[src/verilog/tmr_pkg.sv]
// Constants and types for the down timer with PWM and buzzer
// Function
// - Reading the count register returns the live 8-bit down-counter value.
// - Writing the count register loads reload value and counter together.
// - Continuous, no auto reload: count to 0x00, underflow restarts at 0xFF.
// - Continuous with auto reload: underflow reloads the stored reload value.
// - One-shot: count once down to 0x00 and stop at underflow.
// - Each underflow sets a sticky flag until software clears it.
// - Polarity bit set makes PWM active low, clear makes it active high.
// - PWM enable drives the shared pin with PWM, else buzzer enable drives it with the buzzer, else pin is GPIO.
// - PWM inactive after start, active from count equal duty until underflow.
// - Reload value sets PWM period, duty value sets active part.
// - Duty register is write-only and reads back as zero.
// - Prescaler field divides count clock by 2^(field+1), 1:2 to 1:256.
// - Edge bit set counts falling external edges, clear counts rising edges.
// - Source bit selects external pin when set, instruction clock when clear.
// - Reading the prescaler count register returns the live prescaler value.
// - Buzzer codes 0-7 give prescaler output divided by 2^(code+1).
// - Buzzer codes 8-15 follow timer count bit 0 to 7.
// - Buzzer enable bit turns buzzer output on or off.
package tmr_pkg;

  localparam int          ADDR_W       = 12;
  localparam logic [2:0]  IDX_COUNT    = 3'h0;
  localparam logic [2:0]  IDX_TPC      = 3'h1;
  localparam logic [2:0]  IDX_CLK      = 3'h2;
  localparam logic [2:0]  IDX_DUTY     = 3'h3;
  localparam logic [2:0]  IDX_PSC      = 3'h4;
  localparam logic [2:0]  IDX_BZ       = 3'h5;
  localparam logic [2:0]  IDX_FLAG     = 3'h6;

  localparam int          TPC_EN       = 0;
  localparam int          TPC_RL       = 1;
  localparam int          TPC_OS       = 2;
  localparam int          TPC_AL       = 6;
  localparam int          TPC_OEN      = 7;
  localparam logic [7:0]  TPC_WMASK    = 8'hC7;
  localparam logic [7:0]  TPC_RMASK    = 8'h07;
  localparam logic [7:0]  TPC_RST      = 8'h00;

  localparam int          CLK_PS_LSB   = 0;
  localparam int          CLK_PSDIS    = 3;
  localparam int          CLK_CE       = 4;
  localparam int          CLK_CS       = 5;
  localparam logic [7:0]  CLK_WMASK    = 8'h3F;
  localparam logic [7:0]  CLK_RST      = 8'h3F;

  localparam int          BZ_FS_LSB    = 0;
  localparam int          BZ_EN        = 7;
  localparam logic [7:0]  BZ_WMASK     = 8'h8F;
  localparam logic [7:0]  BZ_RST       = 8'h0F;

  localparam int          FLAG_UF      = 0;
  localparam logic [7:0]  COUNT_RST    = 8'h00;
  localparam logic [7:0]  RELOAD_RST   = 8'h00;
  localparam logic [7:0]  DUTY_RST     = 8'h00;
  localparam logic [7:0]  PSC_RST      = 8'hFF;
  localparam logic [7:0]  WRAP_VAL     = 8'hFF;
  localparam logic [7:0]  ZERO_VAL     = 8'h00;

  typedef struct packed {
    logic              psel;
    logic              penable;
    logic              pwrite;
    logic [ADDR_W-1:0] paddr;
    logic [31:0]       pwdata;
    logic [3:0]        pstrb;
  } apb_req_t;

  typedef struct packed {
    logic [31:0] prdata;
    logic        pready;
    logic        pslverr;
  } apb_rsp_t;

  typedef struct packed {
    logic out;
    logic oe;
  } pin_t;

  typedef enum logic [1:0] {
    TM_IDLE = 2'b00,
    TM_RUN  = 2'b01,
    TM_DONE = 2'b10
  } tm_state_t;

endpackage

[src/verilog/down_timer_pwm_buzzer.sv]
// Down timer with prescaler, PWM and buzzer on a shared pin, APB slave
//
// The APB register port was chosen for this implementation.
module down_timer_pwm_buzzer (
  input  wire logic              CORE_CLK,
  input  wire logic              NRST,
  input  tmr_pkg::apb_req_t      APB_REQ,
  output tmr_pkg::apb_rsp_t      APB_RSP,
  input  wire logic              EXT_CLK_PIN,
  input  wire logic              GPIO_OUT,
  input  wire logic              GPIO_OE,
  output tmr_pkg::pin_t          PIN
);
  import tmr_pkg::*;

  function automatic logic reg_ok(input logic [ADDR_W-1:0] a);
    reg_ok = (a[ADDR_W-1:5] == '0) && (a[1:0] == 2'h0) && (a[4:2] <= IDX_FLAG);
  endfunction

  function automatic logic [2:0] reg_idx(input logic [ADDR_W-1:0] a);
    reg_idx = a[4:2];
  endfunction

  function automatic logic [7:0] div_mask(input logic [2:0] rate);
    div_mask = 8'(({1'b0, 8'hFF} >> (3'h7 - rate)));
  endfunction

  logic [1:0]  ext_sync_r;
  logic        ext_prev_r;
  logic [7:0]  cnt_r;
  logic [7:0]  cnt_nxt;
  logic [7:0]  reload_r;
  logic [7:0]  tpc_r;
  logic [7:0]  clk_r;
  logic [7:0]  duty_r;
  logic [7:0]  bz_r;
  logic [7:0]  psc_r;
  logic [7:0]  psc_nxt;
  logic [7:0]  bz_cnt_r;
  logic        flag_r;
  logic        pwm_act_r;
  logic        pwm_act_nxt;
  logic [31:0] prdata_r;
  logic        slverr_r;
  logic [7:0]  rd_val;
  pin_t        pin_r;
  pin_t        pin_nxt;
  tm_state_t   state_r;
  tm_state_t   state_nxt;

  logic        setup;
  logic        wr_en;
  logic [2:0]  idx;
  logic        wr_count;
  logic        flag_clr;
  logic        ext_rise;
  logic        ext_fall;
  logic        src_tick;
  logic        psc_tick;
  logic        pre_tick;
  logic        run;
  logic        step;
  logic        uflow;
  logic        pwm_level;
  logic        bz_src;
  logic        bz_level;

  // Pin is asynchronous to the core; only the second stage is used
  always_ff @(posedge CORE_CLK) begin
    if (!NRST) begin
      ext_sync_r <= 2'b00;
      ext_prev_r <= 1'b0;
    end else begin
      ext_sync_r <= {ext_sync_r[0], EXT_CLK_PIN};
      ext_prev_r <= ext_sync_r[1];
    end
  end

  assign ext_rise = ext_sync_r[1] & ~ext_prev_r;
  assign ext_fall = ~ext_sync_r[1] & ext_prev_r;

  // Bus decode; zero wait states, writes land on the access edge
  assign setup = APB_REQ.psel & ~APB_REQ.penable;
  assign idx   = reg_idx(APB_REQ.paddr);
  assign wr_en = APB_REQ.psel & APB_REQ.penable & APB_REQ.pwrite
               & APB_REQ.pstrb[0] & reg_ok(APB_REQ.paddr);
  assign wr_count = wr_en && (idx == IDX_COUNT);
  assign flag_clr = wr_en && (idx == IDX_FLAG) && APB_REQ.pwdata[FLAG_UF];

  always_ff @(posedge CORE_CLK) begin
    if (!NRST) begin
      reload_r <= RELOAD_RST;
    end else if (wr_count) begin
      reload_r <= APB_REQ.pwdata[7:0];
    end
  end

  always_ff @(posedge CORE_CLK) begin
    if (!NRST) begin
      tpc_r <= TPC_RST;
    end else if (wr_en && (idx == IDX_TPC)) begin
      tpc_r <= APB_REQ.pwdata[7:0] & TPC_WMASK;
    end
  end

  // Rate changes while the prescaler runs may cause a false underflow
  always_ff @(posedge CORE_CLK) begin
    if (!NRST) begin
      clk_r <= CLK_RST;
    end else if (wr_en && (idx == IDX_CLK)) begin
      clk_r <= APB_REQ.pwdata[7:0] & CLK_WMASK;
    end
  end

  always_ff @(posedge CORE_CLK) begin
    if (!NRST) begin
      duty_r <= DUTY_RST;
    end else if (wr_en && (idx == IDX_DUTY)) begin
      duty_r <= APB_REQ.pwdata[7:0];
    end
  end

  always_ff @(posedge CORE_CLK) begin
    if (!NRST) begin
      bz_r <= BZ_RST;
    end else if (wr_en && (idx == IDX_BZ)) begin
      bz_r <= APB_REQ.pwdata[7:0] & BZ_WMASK;
    end
  end

  always_comb begin
    rd_val = 8'h00;
    unique case (idx)
      IDX_COUNT: rd_val = cnt_r;
      IDX_TPC:   rd_val = tpc_r & TPC_RMASK;
      IDX_CLK:   rd_val = clk_r;
      IDX_DUTY:  rd_val = 8'h00;
      IDX_PSC:   rd_val = psc_r;
      IDX_BZ:    rd_val = 8'h00;
      IDX_FLAG:  rd_val = {7'h00, flag_r};
      default:   rd_val = 8'h00;
    endcase
  end

  // Read data is captured in the setup cycle so it comes from a flop
  always_ff @(posedge CORE_CLK) begin
    if (!NRST) begin
      prdata_r <= 32'h00000000;
      slverr_r <= 1'b0;
    end else if (setup) begin
      prdata_r <= (reg_ok(APB_REQ.paddr) && !APB_REQ.pwrite) ? {24'h000000, rd_val} : 32'h0;
      slverr_r <= ~reg_ok(APB_REQ.paddr);
    end
  end

  always_comb begin
    APB_RSP.prdata  = prdata_r;
    APB_RSP.pready  = 1'b1;
    APB_RSP.pslverr = slverr_r & APB_REQ.psel & APB_REQ.penable;
  end

  // Count source: every core cycle is one instruction clock
  always_comb begin
    if (clk_r[CLK_CS]) begin
      src_tick = clk_r[CLK_CE] ? ext_fall : ext_rise;
    end else begin
      src_tick = 1'b1;
    end
  end

  assign run      = (state_r == TM_RUN);
  assign psc_nxt  = psc_r - 8'h01;
  assign psc_tick = src_tick
                  && ((psc_nxt & div_mask(clk_r[CLK_PS_LSB +: 3])) == 8'h00);
  assign pre_tick = run & (clk_r[CLK_PSDIS] ? src_tick : psc_tick);
  assign step     = pre_tick;
  assign uflow    = step && (cnt_r == ZERO_VAL);

  always_ff @(posedge CORE_CLK) begin
    if (!NRST) begin
      psc_r <= PSC_RST;
    end else if (state_r == TM_IDLE) begin
      psc_r <= PSC_RST;
    end else if (run && !clk_r[CLK_PSDIS] && src_tick) begin
      psc_r <= psc_nxt;
    end
  end

  always_comb begin
    cnt_nxt = cnt_r;
    if (wr_count) begin
      cnt_nxt = APB_REQ.pwdata[7:0];
    end else if (step) begin
      if (cnt_r != ZERO_VAL) begin
        cnt_nxt = cnt_r - 8'h01;
      end else if (tpc_r[TPC_OS]) begin
        cnt_nxt = ZERO_VAL;
      end else if (tpc_r[TPC_RL]) begin
        cnt_nxt = reload_r;
      end else begin
        cnt_nxt = WRAP_VAL;
      end
    end
  end

  always_ff @(posedge CORE_CLK) begin
    if (!NRST) begin
      cnt_r <= COUNT_RST;
    end else begin
      cnt_r <= cnt_nxt;
    end
  end

  always_comb begin
    state_nxt = state_r;
    unique case (state_r)
      TM_IDLE: begin
        if (tpc_r[TPC_EN]) begin
          state_nxt = TM_RUN;
        end
      end
      TM_RUN: begin
        if (!tpc_r[TPC_EN]) begin
          state_nxt = TM_IDLE;
        end else if (uflow && tpc_r[TPC_OS] && !wr_count) begin
          state_nxt = TM_DONE;
        end
      end
      TM_DONE: begin
        if (!tpc_r[TPC_EN]) begin
          state_nxt = TM_IDLE;
        end else if (wr_count) begin
          state_nxt = TM_RUN;
        end
      end
      default: state_nxt = TM_IDLE;
    endcase
  end

  always_ff @(posedge CORE_CLK) begin
    if (!NRST) begin
      state_r <= TM_IDLE;
    end else begin
      state_r <= state_nxt;
    end
  end

  // A new underflow in the clearing cycle keeps the flag set
  always_ff @(posedge CORE_CLK) begin
    if (!NRST) begin
      flag_r <= 1'b0;
    end else if (uflow) begin
      flag_r <= 1'b1;
    end else if (flag_clr) begin
      flag_r <= 1'b0;
    end
  end

  always_comb begin
    pwm_act_nxt = pwm_act_r;
    if (state_r == TM_IDLE) begin
      pwm_act_nxt = 1'b0;
    end else if (step) begin
      if (uflow) begin
        pwm_act_nxt = 1'b0;
      end else if (cnt_nxt == duty_r) begin
        pwm_act_nxt = 1'b1;
      end
    end
  end

  always_ff @(posedge CORE_CLK) begin
    if (!NRST) begin
      pwm_act_r <= 1'b0;
    end else begin
      pwm_act_r <= pwm_act_nxt;
    end
  end

  assign pwm_level = pwm_act_r ^ tpc_r[TPC_AL];

  // Buzzer divider runs on the prescaler output
  always_ff @(posedge CORE_CLK) begin
    if (!NRST) begin
      bz_cnt_r <= 8'h00;
    end else if (state_r == TM_IDLE) begin
      bz_cnt_r <= 8'h00;
    end else if (pre_tick) begin
      bz_cnt_r <= bz_cnt_r + 8'h01;
    end
  end

  always_comb begin
    if (bz_r[BZ_FS_LSB + 3]) begin
      bz_src = cnt_r[bz_r[BZ_FS_LSB +: 3]];
    end else begin
      bz_src = bz_cnt_r[bz_r[BZ_FS_LSB +: 3]];
    end
  end

  assign bz_level = bz_r[BZ_EN] & bz_src;

  // PWM takes the pin before the buzzer when both are enabled
  always_comb begin
    if (tpc_r[TPC_OEN]) begin
      pin_nxt.out = pwm_level;
      pin_nxt.oe  = 1'b1;
    end else if (bz_r[BZ_EN]) begin
      pin_nxt.out = bz_level;
      pin_nxt.oe  = 1'b1;
    end else begin
      pin_nxt.out = GPIO_OUT;
      pin_nxt.oe  = GPIO_OE;
    end
  end

  always_ff @(posedge CORE_CLK) begin
    if (!NRST) begin
      pin_r <= '0;
    end else begin
      pin_r <= pin_nxt;
    end
  end

  assign PIN = pin_r;

endmodule

[config.mk]
export PLATFORM = sky130hd
export DESIGN_NAME = down_timer_pwm_buzzer
export DESIGN_NICKNAME = d
export VERILOG_FILES = /design/src/verilog/tmr_pkg.sv /design/src/verilog/down_timer_pwm_buzzer.sv
export SDC_FILE = /design/constraint.sdc
export NUM_CORES = 1
export LEC_CHECK = 0
export ABC_CLOCK_PERIOD_IN_PS = 5600
export BUFFER_PORTS_ARGS = -buffer_cell sky130_fd_sc_hd__buf_2
export CORE_ASPECT_RATIO = 1.2
export CORE_MARGIN = 2
export CORE_UTILIZATION = 30
export CTS_CLUSTER_SIZE = 16
export DETAILED_ROUTE_END_ITERATION = 10
export SLEW_MARGIN = 40
export SYNTH_ARGS = -nofsm -noshare
export SYNTH_HDL_FRONTEND = slang
export SYNTH_SLANG_ARGS = --single-unit
[constraint.sdc]
create_clock -name CORE_CLK -period 5.6 [get_ports CORE_CLK]
set_clock_uncertainty 0.2 [all_clocks]
set_input_delay 0.28 -clock CORE_CLK [delete_from_list [all_inputs] [get_ports CORE_CLK]]
set_output_delay 0.28 -clock CORE_CLK [all_outputs]
set_load 0.02 [all_outputs]
==> results of run 1 <==
[cell usage in the layout, fill, tap and decap left out, types with 12 or more instances in the layout]
| cell type | count |
|---|---|
| sky130_fd_sc_hd__nand2_1 | 61 |
| sky130_fd_sc_hd__o21ai_0 | 18 |
| sky130_fd_sc_hd__buf_2 | 39 |
| sky130_fd_sc_hd__nor2_1 | 19 |
| sky130_fd_sc_hd__mux2i_1 | 31 |
| sky130_fd_sc_hd__nor2b_1 | 27 |
| sky130_fd_sc_hd__inv_1 | 13 |
| sky130_fd_sc_hd__conb_1 | 25 |
| sky130_fd_sc_hd__dfxtp_1 | 74 |
| sky130_fd_sc_hd__xnor2_1 | 16 |
| sky130_fd_sc_hd__a21boi_0 | 12 |
[metal layers]
metal / vias to the layer above / global-route usage, % / share of wire [%]
li1: 1769 / - / -
met1: 1725 / 17.05 / 42
met2: 111 / 25.88 / 50
met3: 23 / 3.680 / 4.5
met4: 0 / 7.182 / 3.6
met5: - / 0 / 0
[state kept, by name, indices dropped and copies added, names as in the netlist]
name	count
PIN	2
bz_cnt_r	8
bz_r	5
clk_r	6
cnt_r	8
duty_r	8
ext_prev_r	1
ext_sync_r	2
flag_r	1
prdata_r	8
psc_r	8
pwm_act_r	1
reload_r	8
slverr_r	1
state_r	2
tpc_r	5
[stage by stage]
step | power, W | util [%] | worst slack (ns) | instances | area [sq um]
floorplan | 0.0005984 | - | 2.664 | 517 | 4374
global placement | 0.0006054 | 32.38 | 2.253 | 676 | 4494
detailed placement | 0.0006064 | 32.46 | 2.202 | 676 | 4504
CTS | 0.001230 | 34.91 | 2.172 | 694 | 4845
global route | 0.001257 | 34.94 | 1.960 | 694 | 4850
finish | 0.001218 | 34.94 | 2.146 | 694 | 4850
[final cells by class]
class / count / area [sq um]
Inverter: 13 / 48.80
Multi-Input combinational cell: 377 / 2555
Clock buffer: 10 / 229.0
Sequential cell: 74 / 1481
Timing Repair Buffer: 43 / 230.2
Clock inverter: 6 / 91.34
Fill cell: 1441 / 9029
Tap cell: 171 / 214.0
[report_power, final]
part,internal [W],switching [W]
registers,0.000528,0.000000563
clock network,0.000391,0.000231
logic,0.0000222,0.0000454
[tightest hold or removal path, cell delays in order]
cell and delay [ns]:
sky130_fd_sc_hd__buf_2 0.12, sky130_fd_sc_hd__mux2i_1 0.07, sky130_fd_sc_hd__nand2_1 0.06
[logic make-up after synthesis]
family | Yosys count | synth area share [%]
multiplexers | 39 | 10.65
other | 2 | 0.1751
XOR/XNOR | 25 | 5.107
AO/OA/AOI/OAI | 106 | 18.33
buffers and inverters | 66 | 8.375
adder cells (fa/ha/maj) | 4 | 1.167
flip-flops | 74 | 34.55
AND/OR/NAND/NOR | 178 | 21.65
[worst max-delay path by stage]
stage               startpoint         to  slack [ns]  depth (start not counted)
finish                psc_r[0]  pwm_act_r        2.15                         10
global route          psc_r[0]  pwm_act_r        1.96                         10
CTS                   psc_r[0]  pwm_act_r        2.17                         10
detailed placement    psc_r[0]  pwm_act_r        2.20                         10
global placement      psc_r[0]  pwm_act_r        2.25                         10
floorplan             psc_r[0]  pwm_act_r        2.66                         10
[synthesized netlist by cell type (3+ instances only)]
cell,instances
sky130_fd_sc_hd__a211o_1,4
sky130_fd_sc_hd__a21boi_0,12
sky130_fd_sc_hd__a21oi_1,10
sky130_fd_sc_hd__a22oi_1,9
sky130_fd_sc_hd__a31o_2,3
sky130_fd_sc_hd__a31oi_1,6
sky130_fd_sc_hd__and2_1,7
sky130_fd_sc_hd__and3_1,3
sky130_fd_sc_hd__buf_4,25
sky130_fd_sc_hd__clkbuf_1,23
sky130_fd_sc_hd__dfxtp_1,74
sky130_fd_sc_hd__ha_1,4
sky130_fd_sc_hd__inv_1,13
sky130_fd_sc_hd__mux2_2,3
sky130_fd_sc_hd__mux2i_1,31
sky130_fd_sc_hd__mux4_2,5
sky130_fd_sc_hd__nand2_1,61
sky130_fd_sc_hd__nand2b_1,5
sky130_fd_sc_hd__nand3_1,8
sky130_fd_sc_hd__nand4_1,10
sky130_fd_sc_hd__nor2_1,19
sky130_fd_sc_hd__nor2b_1,27
sky130_fd_sc_hd__nor3_1,10
sky130_fd_sc_hd__nor4_1,8
sky130_fd_sc_hd__o211a_1,4
sky130_fd_sc_hd__o211ai_1,9
sky130_fd_sc_hd__o21a_1,3
sky130_fd_sc_hd__o21ai_0,18
sky130_fd_sc_hd__o31a_1,3
sky130_fd_sc_hd__o32ai_1,3
sky130_fd_sc_hd__or2_2,4
sky130_fd_sc_hd__xnor2_1,16
sky130_fd_sc_hd__xor2_1,9
==> qor.tcl, run 1 <==
set qor(run_status) {finished with violations}
set qor(violated_checks) {design-rule violations}
set qor(total_nets_final) 578
set qor(timing.final.crit_period_ns) 3.454
set qor(grt_max_degree) 60
set qor(postSynthCellCount) 494
set qor(fp.dieArea_sq_um) 15270
set qor(fin_hold_ws_ns) 0.02315
set qor(drt-total-wl_mm) 11.18
set qor(r2r-start) {psc_r[0]}
set qor(grt_overflow_total) 0
set qor(netlist_area_sq_um) 4288
set qor(timing.critical_path.max_delay_family) {compound AO/OA/AOI/OAI gates}
set qor(leakagePower_nw) 1.966
set qor(setup_violations) 0
set qor(rows) 47
set qor(vdd_ir_drop_max_mv) 0.1346
set qor(timing.reg2reg.worst_path_depth) 10
set qor(cts.clk_slew.worst_paths_ns) 0.06
set qor(cts_max_level) 3
set qor(critPathArrivalTime_ns) 3.51
set qor(maxCapViolations) 0
set qor(antenna_cells_inserted) 0
set qor(grt_util_all_layers_pct) 14.89
set qor(yosysUniqueCellTypes) 67
set qor(core-area_sq_um) 13880
set qor(numPortBuffers) 39
set qor(synth_edf_count) 0
set qor(hold_class) {input pin to flop}
set qor(worst-setup-path-type) {flop to flop}
set qor(critical_path.slowest_cell) {sky130_fd_sc_hd__or3b_1}
set qor(globalplace.congestion) 0.9048
set qor(timing_hold_violations_final) 0
set qor(hold-path-endpoint) {clk_r[4]}
set qor(timing.critical_path.required_ns) 5.66
set qor(worstPathCellList) {inv_1, ha_1, or3b_1, o31a_1, o21ai_1, a31o_2, nand2_1, o211a_1, o41a_1, o31ai_2}
set qor(synth_largest_area_cell) {sky130_fd_sc_hd__dfxtp_1}
set qor(yosys_warnings) 0
set qor(hold_path_depth) 3
set qor(worst-path-buf-inv) 1
set qor(r2r_slack_ns) 2.15
set qor(cts_hold_buffers) 2
set qor(crit-reg2reg-capture) {pwm_act_r}
set qor(postSynthAreaPerCell_sq_um) 8.680
set qor(routedWlPerCell_um) 16.10
set qor(drc_errors) 8
set qor(cts_tree) {done}
set qor(cts.sinks) 74
set qor(antenna_found_initial) 0
set qor(worst-path-max-fanout) 7
set qor(synth_async_sr_flop_share_pct) 0
set qor(vias_per_cell) 5.228
set qor(yosys_most_used_dff) {sky130_fd_sc_hd__dfxtp_1}
set qor(route.vias.total) 3628
set qor(initial_core_util_pct) 30.90
set qor(worst-slew-pin-transition_ns) 0.6861
set qor(post-cts-setup-buffers) 0
set qor(pre_repair_dr_iteration_count) 8
set qor(grt_pass1_vias) 3518
set qor(clock_path_buffers) 2
set qor(unrepaired_setup_endpoints_after_global_routing) {no}
set qor(place.detailed.hpwl_mm) 8.159
set qor(cts-resized-gates) 0
set qor(timing.slew.headroom_pct) 54.26
set qor(synthTopCellsByArea) {sky130_fd_sc_hd__dfxtp_1, sky130_fd_sc_hd__mux2i_1, sky130_fd_sc_hd__nand2_1, sky130_fd_sc_hd__buf_4, sky130_fd_sc_hd__nor2b_1}
set qor(period_utilization_post_route_pct) 61.69
set qor(synth.ff_latch_count) 74
set qor(drive_above_1_share_pct) 15.68
set qor(clock_latency_ns) 0.34
set qor(final.setup.tns_ns) 0
set qor(max_clock_freq_mhz) 289.5
set qor(postRouteAntennaNets) 0
set qor(critical_path.max_stage_delay_ns) 0.45
set qor(fp.dieH_um) 135.0
set qor(area_delta_synth_final_pct) 13.10
set qor(ys_seq_area_share_pct) 34.55
set qor(setup.worst_path.start_class) {flop}
set qor(first_pass_grt_wire_length_mm) 17.93
set qor(synth_top_area_share_pct) 34.55
set qor(numCtsBuffers) 9
set qor(power.density_cell_area_nw_per_um2) 251.3
set qor(timing.critical_path.to_type) {flop}
set qor(drt_iter0_drc) 283
set qor(cts_root_buffer) {sky130_fd_sc_hd__clkbuf_16}
set qor(report.final.slew_viol_count) 0
set qor(ioPinCount) 92
set qor(hold_start) {APB_REQ[8]}
set qor(chipWidth_um) 113.1
No activity file was read; power rests on OpenSTA's default activity.
==> run 2, diff against run 1 <==
--- a/config.mk
+++ b/config.mk
@@ -5,7 +5,7 @@
 export SDC_FILE = /design/constraint.sdc
 export NUM_CORES = 1
 export LEC_CHECK = 0
-export ABC_CLOCK_PERIOD_IN_PS = 5600
+export ABC_CLOCK_PERIOD_IN_PS = 3500
 export BUFFER_PORTS_ARGS = -buffer_cell sky130_fd_sc_hd__buf_2
 export CORE_ASPECT_RATIO = 1.2
 export CORE_MARGIN = 2
==> constraint.sdc (replaced) <==
create_clock -name CORE_CLK -period 3.5 [get_ports CORE_CLK]
set_clock_uncertainty 0.2 [all_clocks]
set_input_delay 0.175 -clock CORE_CLK [delete_from_list [all_inputs] [get_ports CORE_CLK]]
set_output_delay 0.175 -clock CORE_CLK [all_outputs]
set_load 0.02 [all_outputs]
==> qor.tcl, run 2 (same netlist as run 1, synthesis figures left out) <==
set qor(post-cts-setup-buffers) 0
set qor(pre_repair_dr_iteration_count) 8
set qor(setup_violations) 0
set qor(route.vias.total) 3687
set qor(clock_path_buffers) 2
set qor(run_status) {finished with violations}
set qor(fin_area_sq_um) 4891
set qor(worst-setup-path-type) {flop to flop}
set qor(antenna_found_initial) 0
set qor(critical_path.slowest_cell) {sky130_fd_sc_hd__or3b_1}
set qor(critical_path.max_stage_delay_ns) 0.44
set qor(drive_above_1_share_pct) 16.14
set qor(clock_latency_ns) 0.34
set qor(cts.clk_slew.worst_paths_ns) 0.06
set qor(setup.worst_path.start_class) {flop}
set qor(worst-path-max-fanout) 7
set qor(ioPinCount) 92
set qor(grt_pass1_vias) 3706
set qor(initial_core_util_pct) 30.90
set qor(grt_max_degree) 59
set qor(cts.sinks) 74
set qor(chipWidth_um) 113.1
set qor(worst-path-buf-inv) 1
set qor(layout.cells.most_common_list) {sky130_fd_sc_hd__dfxtp_1, sky130_fd_sc_hd__nand2_1, sky130_fd_sc_hd__buf_2}
set qor(unrepaired_setup_endpoints_after_global_routing) {no}
set qor(area_delta_synth_final_pct) 14.06
set qor(power.density_cell_area_nw_per_um2) 375.1
set qor(grt_util_all_layers_pct) 15.36
set qor(hold-path-endpoint) {PIN[1]}
set qor(timing.critical_path.max_delay_family) {compound AO/OA/AOI/OAI gates}
set qor(hold_path_depth) 3
set qor(core-area_sq_um) 13880
set qor(numCtsBuffers) 9
set qor(violated_checks) {design-rule violations}
set qor(timing.critical_path.required_ns) 3.56
set qor(rows) 47
set qor(maxCapViolations) 0
set qor(fp.dieArea_sq_um) 15270
set qor(fp.dieH_um) 135.0
set qor(first_pass_grt_wire_length_mm) 18.51
set qor(post-layout-total-power_w) 0.001835
set qor(timing.reg2reg.worst_path_depth) 10
set qor(clock_power_share_pct) 47.7
set qor(drt_iter0_drc) 283
set qor(crit-reg2reg-capture) {pwm_act_r}
set qor(leakagePower_nw) 2.005
set qor(r2r_slack_ns) 0.25
set qor(postRouteAntennaNets) 0
set qor(grt_overflow_total) 0
set qor(max_clock_freq_mhz) 307.5
set qor(layout_commonest_cell) {sky130_fd_sc_hd__dfxtp_1}
set qor(vias_per_cell) 5.237
set qor(hold_start) {GPIO_OUT}
set qor(placed_instance_area_sq_um) 4547
set qor(internal_power_w) 0.001425
set qor(place.detailed.hpwl_mm) 8.307
set qor(drc_errors) 8
set qor(timing_hold_violations_final) 0
set qor(cts-resized-gates) 0
set qor(vdd_ir_drop_max_mv) 0.2115
set qor(switch_pwr_w) 0.0004102
set qor(numPortBuffers) 39
set qor(routedWlPerCell_um) 16.11
set qor(total_nets_final) 590
set qor(final.setup.tns_ns) 0
set qor(fraction_of_power_consumed_by_combinational_cells_pct) 6.1
set qor(period_utilization_post_route_pct) 92.90
set qor(timing.critical_path.to_type) {flop}
set qor(timing.slew.headroom_pct) 48.85
set qor(critPathArrivalTime_ns) 3.31
set qor(report.final.slew_viol_count) 0
set qor(fillerInstances) 1455
set qor(seq_power_share_pct) 46.2
set qor(cts_tree) {done}
set qor(cts_max_level) 3
set qor(antenna_cells_inserted) 0
set qor(globalplace.congestion) 0.9128
set qor(cts_root_buffer) {sky130_fd_sc_hd__clkbuf_16}
set qor(hold_class) {input pin to flop}
set qor(r2r-start) {psc_r[0]}
set qor(drt-total-wl_mm) 11.34
set qor(switching_share_pct) 22.36
set qor(timing.final.crit_period_ns) 3.252
set qor(worst-slew-pin-transition_ns) 0.7622
set qor(worstPathCellList) {inv_1, ha_1, or3b_1, o31a_1, o21ai_1, a31o_2, nand2_1, o211a_1, o41a_1, o31ai_2}
-- run 2: timing repair --
item,in CTS,in global routing
hold buffers,7,0
setup endpoints to repair,0,0
hold endpoints to repair,13,0
-- run 2: tightest hold or removal path, stage by stage --
cell	delay [ns]
sky130_fd_sc_hd__buf_2	0.07
sky130_fd_sc_hd__mux2_2	0.13
sky130_fd_sc_hd__o211a_1	0.12
-- run 2: layout make-up --
| class | instances | area, sq um | share of cell area, % |
|---|---|---|---|
| Multi-Input combinational cell | 377 | 2540 | 51.93 |
| Tap cell | 171 | 214.0 | 4.375 |
| Sequential cell | 74 | 1481 | 30.29 |
| Clock buffer | 10 | 229.0 | 4.682 |
| Timing Repair Buffer | 55 | 332.8 | 6.805 |
| Clock inverter | 4 | 45.04 | 0.9210 |
| Inverter | 13 | 48.80 | 0.9977 |
-- run 2: how the worst max path moves through the flow --
stage,depth (start not counted),endpoint,startpoint,slack [ns]
after floorplan,10,pwm_act_r,psc_r[0],0.56
after global placement,10,pwm_act_r,psc_r[0],0.36
after detailed placement,10,pwm_act_r,psc_r[0],0.28
after CTS,10,pwm_act_r,psc_r[0],0.26
after global routing,10,pwm_act_r,psc_r[0],0.06
final,10,pwm_act_r,psc_r[0],0.25
-- run 2: metal layers --
| metal | part of all wire [%] | up-vias | track usage [%] | wire, um |
|---|---|---|---|---|
| met5 | 0 | - | 0 | 0 |
| met4 | 3.3 | 0 | 6.978 | 377 |
| met3 | 4.1 | 31 | 2.289 | 460 |
| met2 | 51 | 103 | 27.58 | 5732 |
| met1 | 42 | 1760 | 17.96 | 4773 |
| li1 | - | 1793 | - | - |
-- run 2: power groups by stage --
| stage | logic [W] | clock network [W] | registers [W] |
|---|---|---|---|
| final | 0.000113 | 0.000875 | 0.000847 |
| after global routing | 0.000122 | 0.000934 | 0.000847 |
| after CTS | 0.000112 | 0.000893 | 0.000847 |
| after detailed placement | 0.000106 | 0 | 0.000865 |
| after global placement | 0.000104 | 0 | 0.000865 |
| after floorplan | 0.0000907 | 0 | 0.000867 |
-- run 2: stage by stage --
stage                     hold slack [ns]  worst slack [ns]  utilization (%)  std cells
after floorplan                   0.09294            0.5640                -        517
after global placement             0.1873            0.3560            32.76        683
after detailed placement           0.1873            0.2815            32.76        683
after CTS                        0.004990            0.2647            35.24        704
after global routing              0.02662           0.06015            35.24        704
final                            0.002897            0.2484            35.24        704
==> run 3, diff against run 2 <==
--- a/config.mk
+++ b/config.mk
@@ -9,7 +9,7 @@
 export BUFFER_PORTS_ARGS = -buffer_cell sky130_fd_sc_hd__buf_2
 export CORE_ASPECT_RATIO = 1.2
 export CORE_MARGIN = 2
-export CORE_UTILIZATION = 30
+export CORE_UTILIZATION = 35
 export CTS_CLUSTER_SIZE = 16
 export DETAILED_ROUTE_END_ITERATION = 10
 export SLEW_MARGIN = 40
==> qor.tcl, run 3 (same netlist as run 1, synthesis figures left out) <==
set qor(run_status) {completed}
set qor(drt-total-wl_mm) 11.11
set qor(power.density_cell_area_nw_per_um2) 389.2
set qor(route.vias.total) 3682
set qor(timing_hold_violations_final) 0
set qor(first_pass_grt_wire_length_mm) 17.77
set qor(setup_violations) 0
set qor(vias_per_cell) 5.290
set qor(routedWlPerCell_um) 15.97
set qor(grt_util_all_layers_pct) 17.25
set qor(antenna_found_initial) 0
set qor(period_utilization_post_route_pct) 92.61
set qor(timing.critical_path.to_type) {flop}
set qor(leakagePower_nw) 2.016
set qor(initial_core_util_pct) 35.56
set qor(drt_iter0_drc) 210
set qor(layout.cells.most_common_list) {sky130_fd_sc_hd__dfxtp_1, sky130_fd_sc_hd__nand2_1, sky130_fd_sc_hd__buf_2}
set qor(max_clock_freq_mhz) 308.5
set qor(clock_path_buffers) 2
set qor(fp.dieH_um) 125.3
set qor(fin_area_sq_um) 4917
set qor(report.final.slew_viol_count) 0
set qor(critPathArrivalTime_ns) 3.30
set qor(chipWidth_um) 105.0
set qor(ioPinCount) 92
set qor(unrepaired_setup_endpoints_after_global_routing) {no}
set qor(clock_latency_ns) 0.35
set qor(cts_max_level) 3
set qor(total_nets_final) 590
set qor(timing.critical_path.required_ns) 3.56
set qor(cts.sinks) 74
set qor(worst-setup-path-type) {flop to flop}
set qor(post-layout-total-power_w) 0.001914
set qor(grt_overflow_total) 0
set qor(area_delta_synth_final_pct) 14.68
set qor(fillerInstances) 1210
set qor(core-area_sq_um) 12060
set qor(cts_root_buffer) {sky130_fd_sc_hd__clkbuf_16}
set qor(worst-slew-pin-transition_ns) 0.6843
set qor(place.detailed.hpwl_mm) 7.982
set qor(drive_above_1_share_pct) 16.07
set qor(grt_max_degree) 59
set qor(numPortBuffers) 39
set qor(grt_pass1_vias) 3454
set qor(register_area_sq_um) 1481
set qor(final.setup.tns_ns) 0
set qor(fp.dieArea_sq_um) 13160
set qor(maxCapViolations) 0
set qor(timing.slew.headroom_pct) 54.08
set qor(antenna_cells_inserted) 0
set qor(pre_repair_dr_iteration_count) 5
set qor(cts-resized-gates) 0
set qor(hold_class) {input pin to flop}
set qor(numCtsBuffers) 9
set qor(r2r_slack_ns) 0.26
set qor(cts.clk_slew.worst_paths_ns) 0.06
set qor(timing.final.crit_period_ns) 3.241
set qor(placed_instance_area_sq_um) 4512
set qor(post-cts-setup-buffers) 0
set qor(drc_errors) 0
set qor(cts_hold_buffers) 10
set qor(layout_commonest_cell) {sky130_fd_sc_hd__dfxtp_1}
set qor(globalplace.congestion) 0.9033
set qor(worst-path-max-fanout) 15
set qor(setup.worst_path.start_class) {flop}
set qor(rows) 44
set qor(multiInputGateArea_sq_um) 2540
set qor(postRouteAntennaNets) 0
set qor(vdd_ir_drop_max_mv) 0.1700
set qor(cts_tree) {done}
## run 3: cell count changes in the layout (fill, tap and decap cells not counted), sizes merged
cell / change
dlygate4sd3: +3
buf: -3
clkbuf: +1
clkinvlp: +1
## run 3: worst max-delay path, cell delays in order (launching register included)
cell                       delay [ns]
sky130_fd_sc_hd__dfxtp_1         0.34
sky130_fd_sc_hd__inv_1           0.12
sky130_fd_sc_hd__ha_1            0.22
sky130_fd_sc_hd__or3b_1          0.45
sky130_fd_sc_hd__nor4_1          0.24
sky130_fd_sc_hd__o21ai_1         0.14
sky130_fd_sc_hd__a31o_2          0.35
sky130_fd_sc_hd__and2_4          0.25
sky130_fd_sc_hd__a211o_1         0.28
sky130_fd_sc_hd__a2111o_1        0.37
sky130_fd_sc_hd__o31ai_2         0.18
## run 3: metal layers
| metal | up-vias | track usage (%) | wire length [um] |
|---|---|---|---|
| met3 | 20 | 4.015 | 488 |
| met1 | 1753 | 20.76 | 4817 |
| met5 | - | 0 | 0 |
| met4 | 0 | 7.294 | 291 |
| met2 | 114 | 29.37 | 5517 |
| li1 | 1795 | - | - |
## run 3: report_power, final
part / internal, W / leakage (nW) / switching (W)
combinational: 0.0000411 / 1.27 / 0.0000728
clock: 0.000587 / 0.151 / 0.000367
sequential: 0.000846 / 0.598 / 0.000000927
## run 3: final timing paths
path | from | end | depth (start not counted)
hold reg to reg | ext_sync_r[0] | ext_sync_r[1] | 1
setup reg to reg | psc_r[0] | pwm_act_r | 10
hold / removal | APB_REQ[4] | clk_r[0] | 3
setup / recovery | psc_r[0] | pwm_act_r | 10
## run 3: stage by stage
stage	std cells	hold slack [ns]	util, %	worst slack (ns)
finish	696	0.02121	40.78	0.2587
global route	696	0.03517	40.78	0.08885
CTS	696	0.007739	40.78	0.2764
detailed placement	670	0.1895	37.42	0.3093
global placement	670	0.1864	37.42	0.3813
floorplan	517	0.09294	-	0.5640
## run 3: cell type report
class,instances,share of cell area [%]
multi-input cells,377,51.65
flip-flops and latches,74,30.13
repair buffers,55,6.921
clock buffers,11,5.140
well taps,161,4.097
clock inverters,5,1.069
inverters,13,0.9924
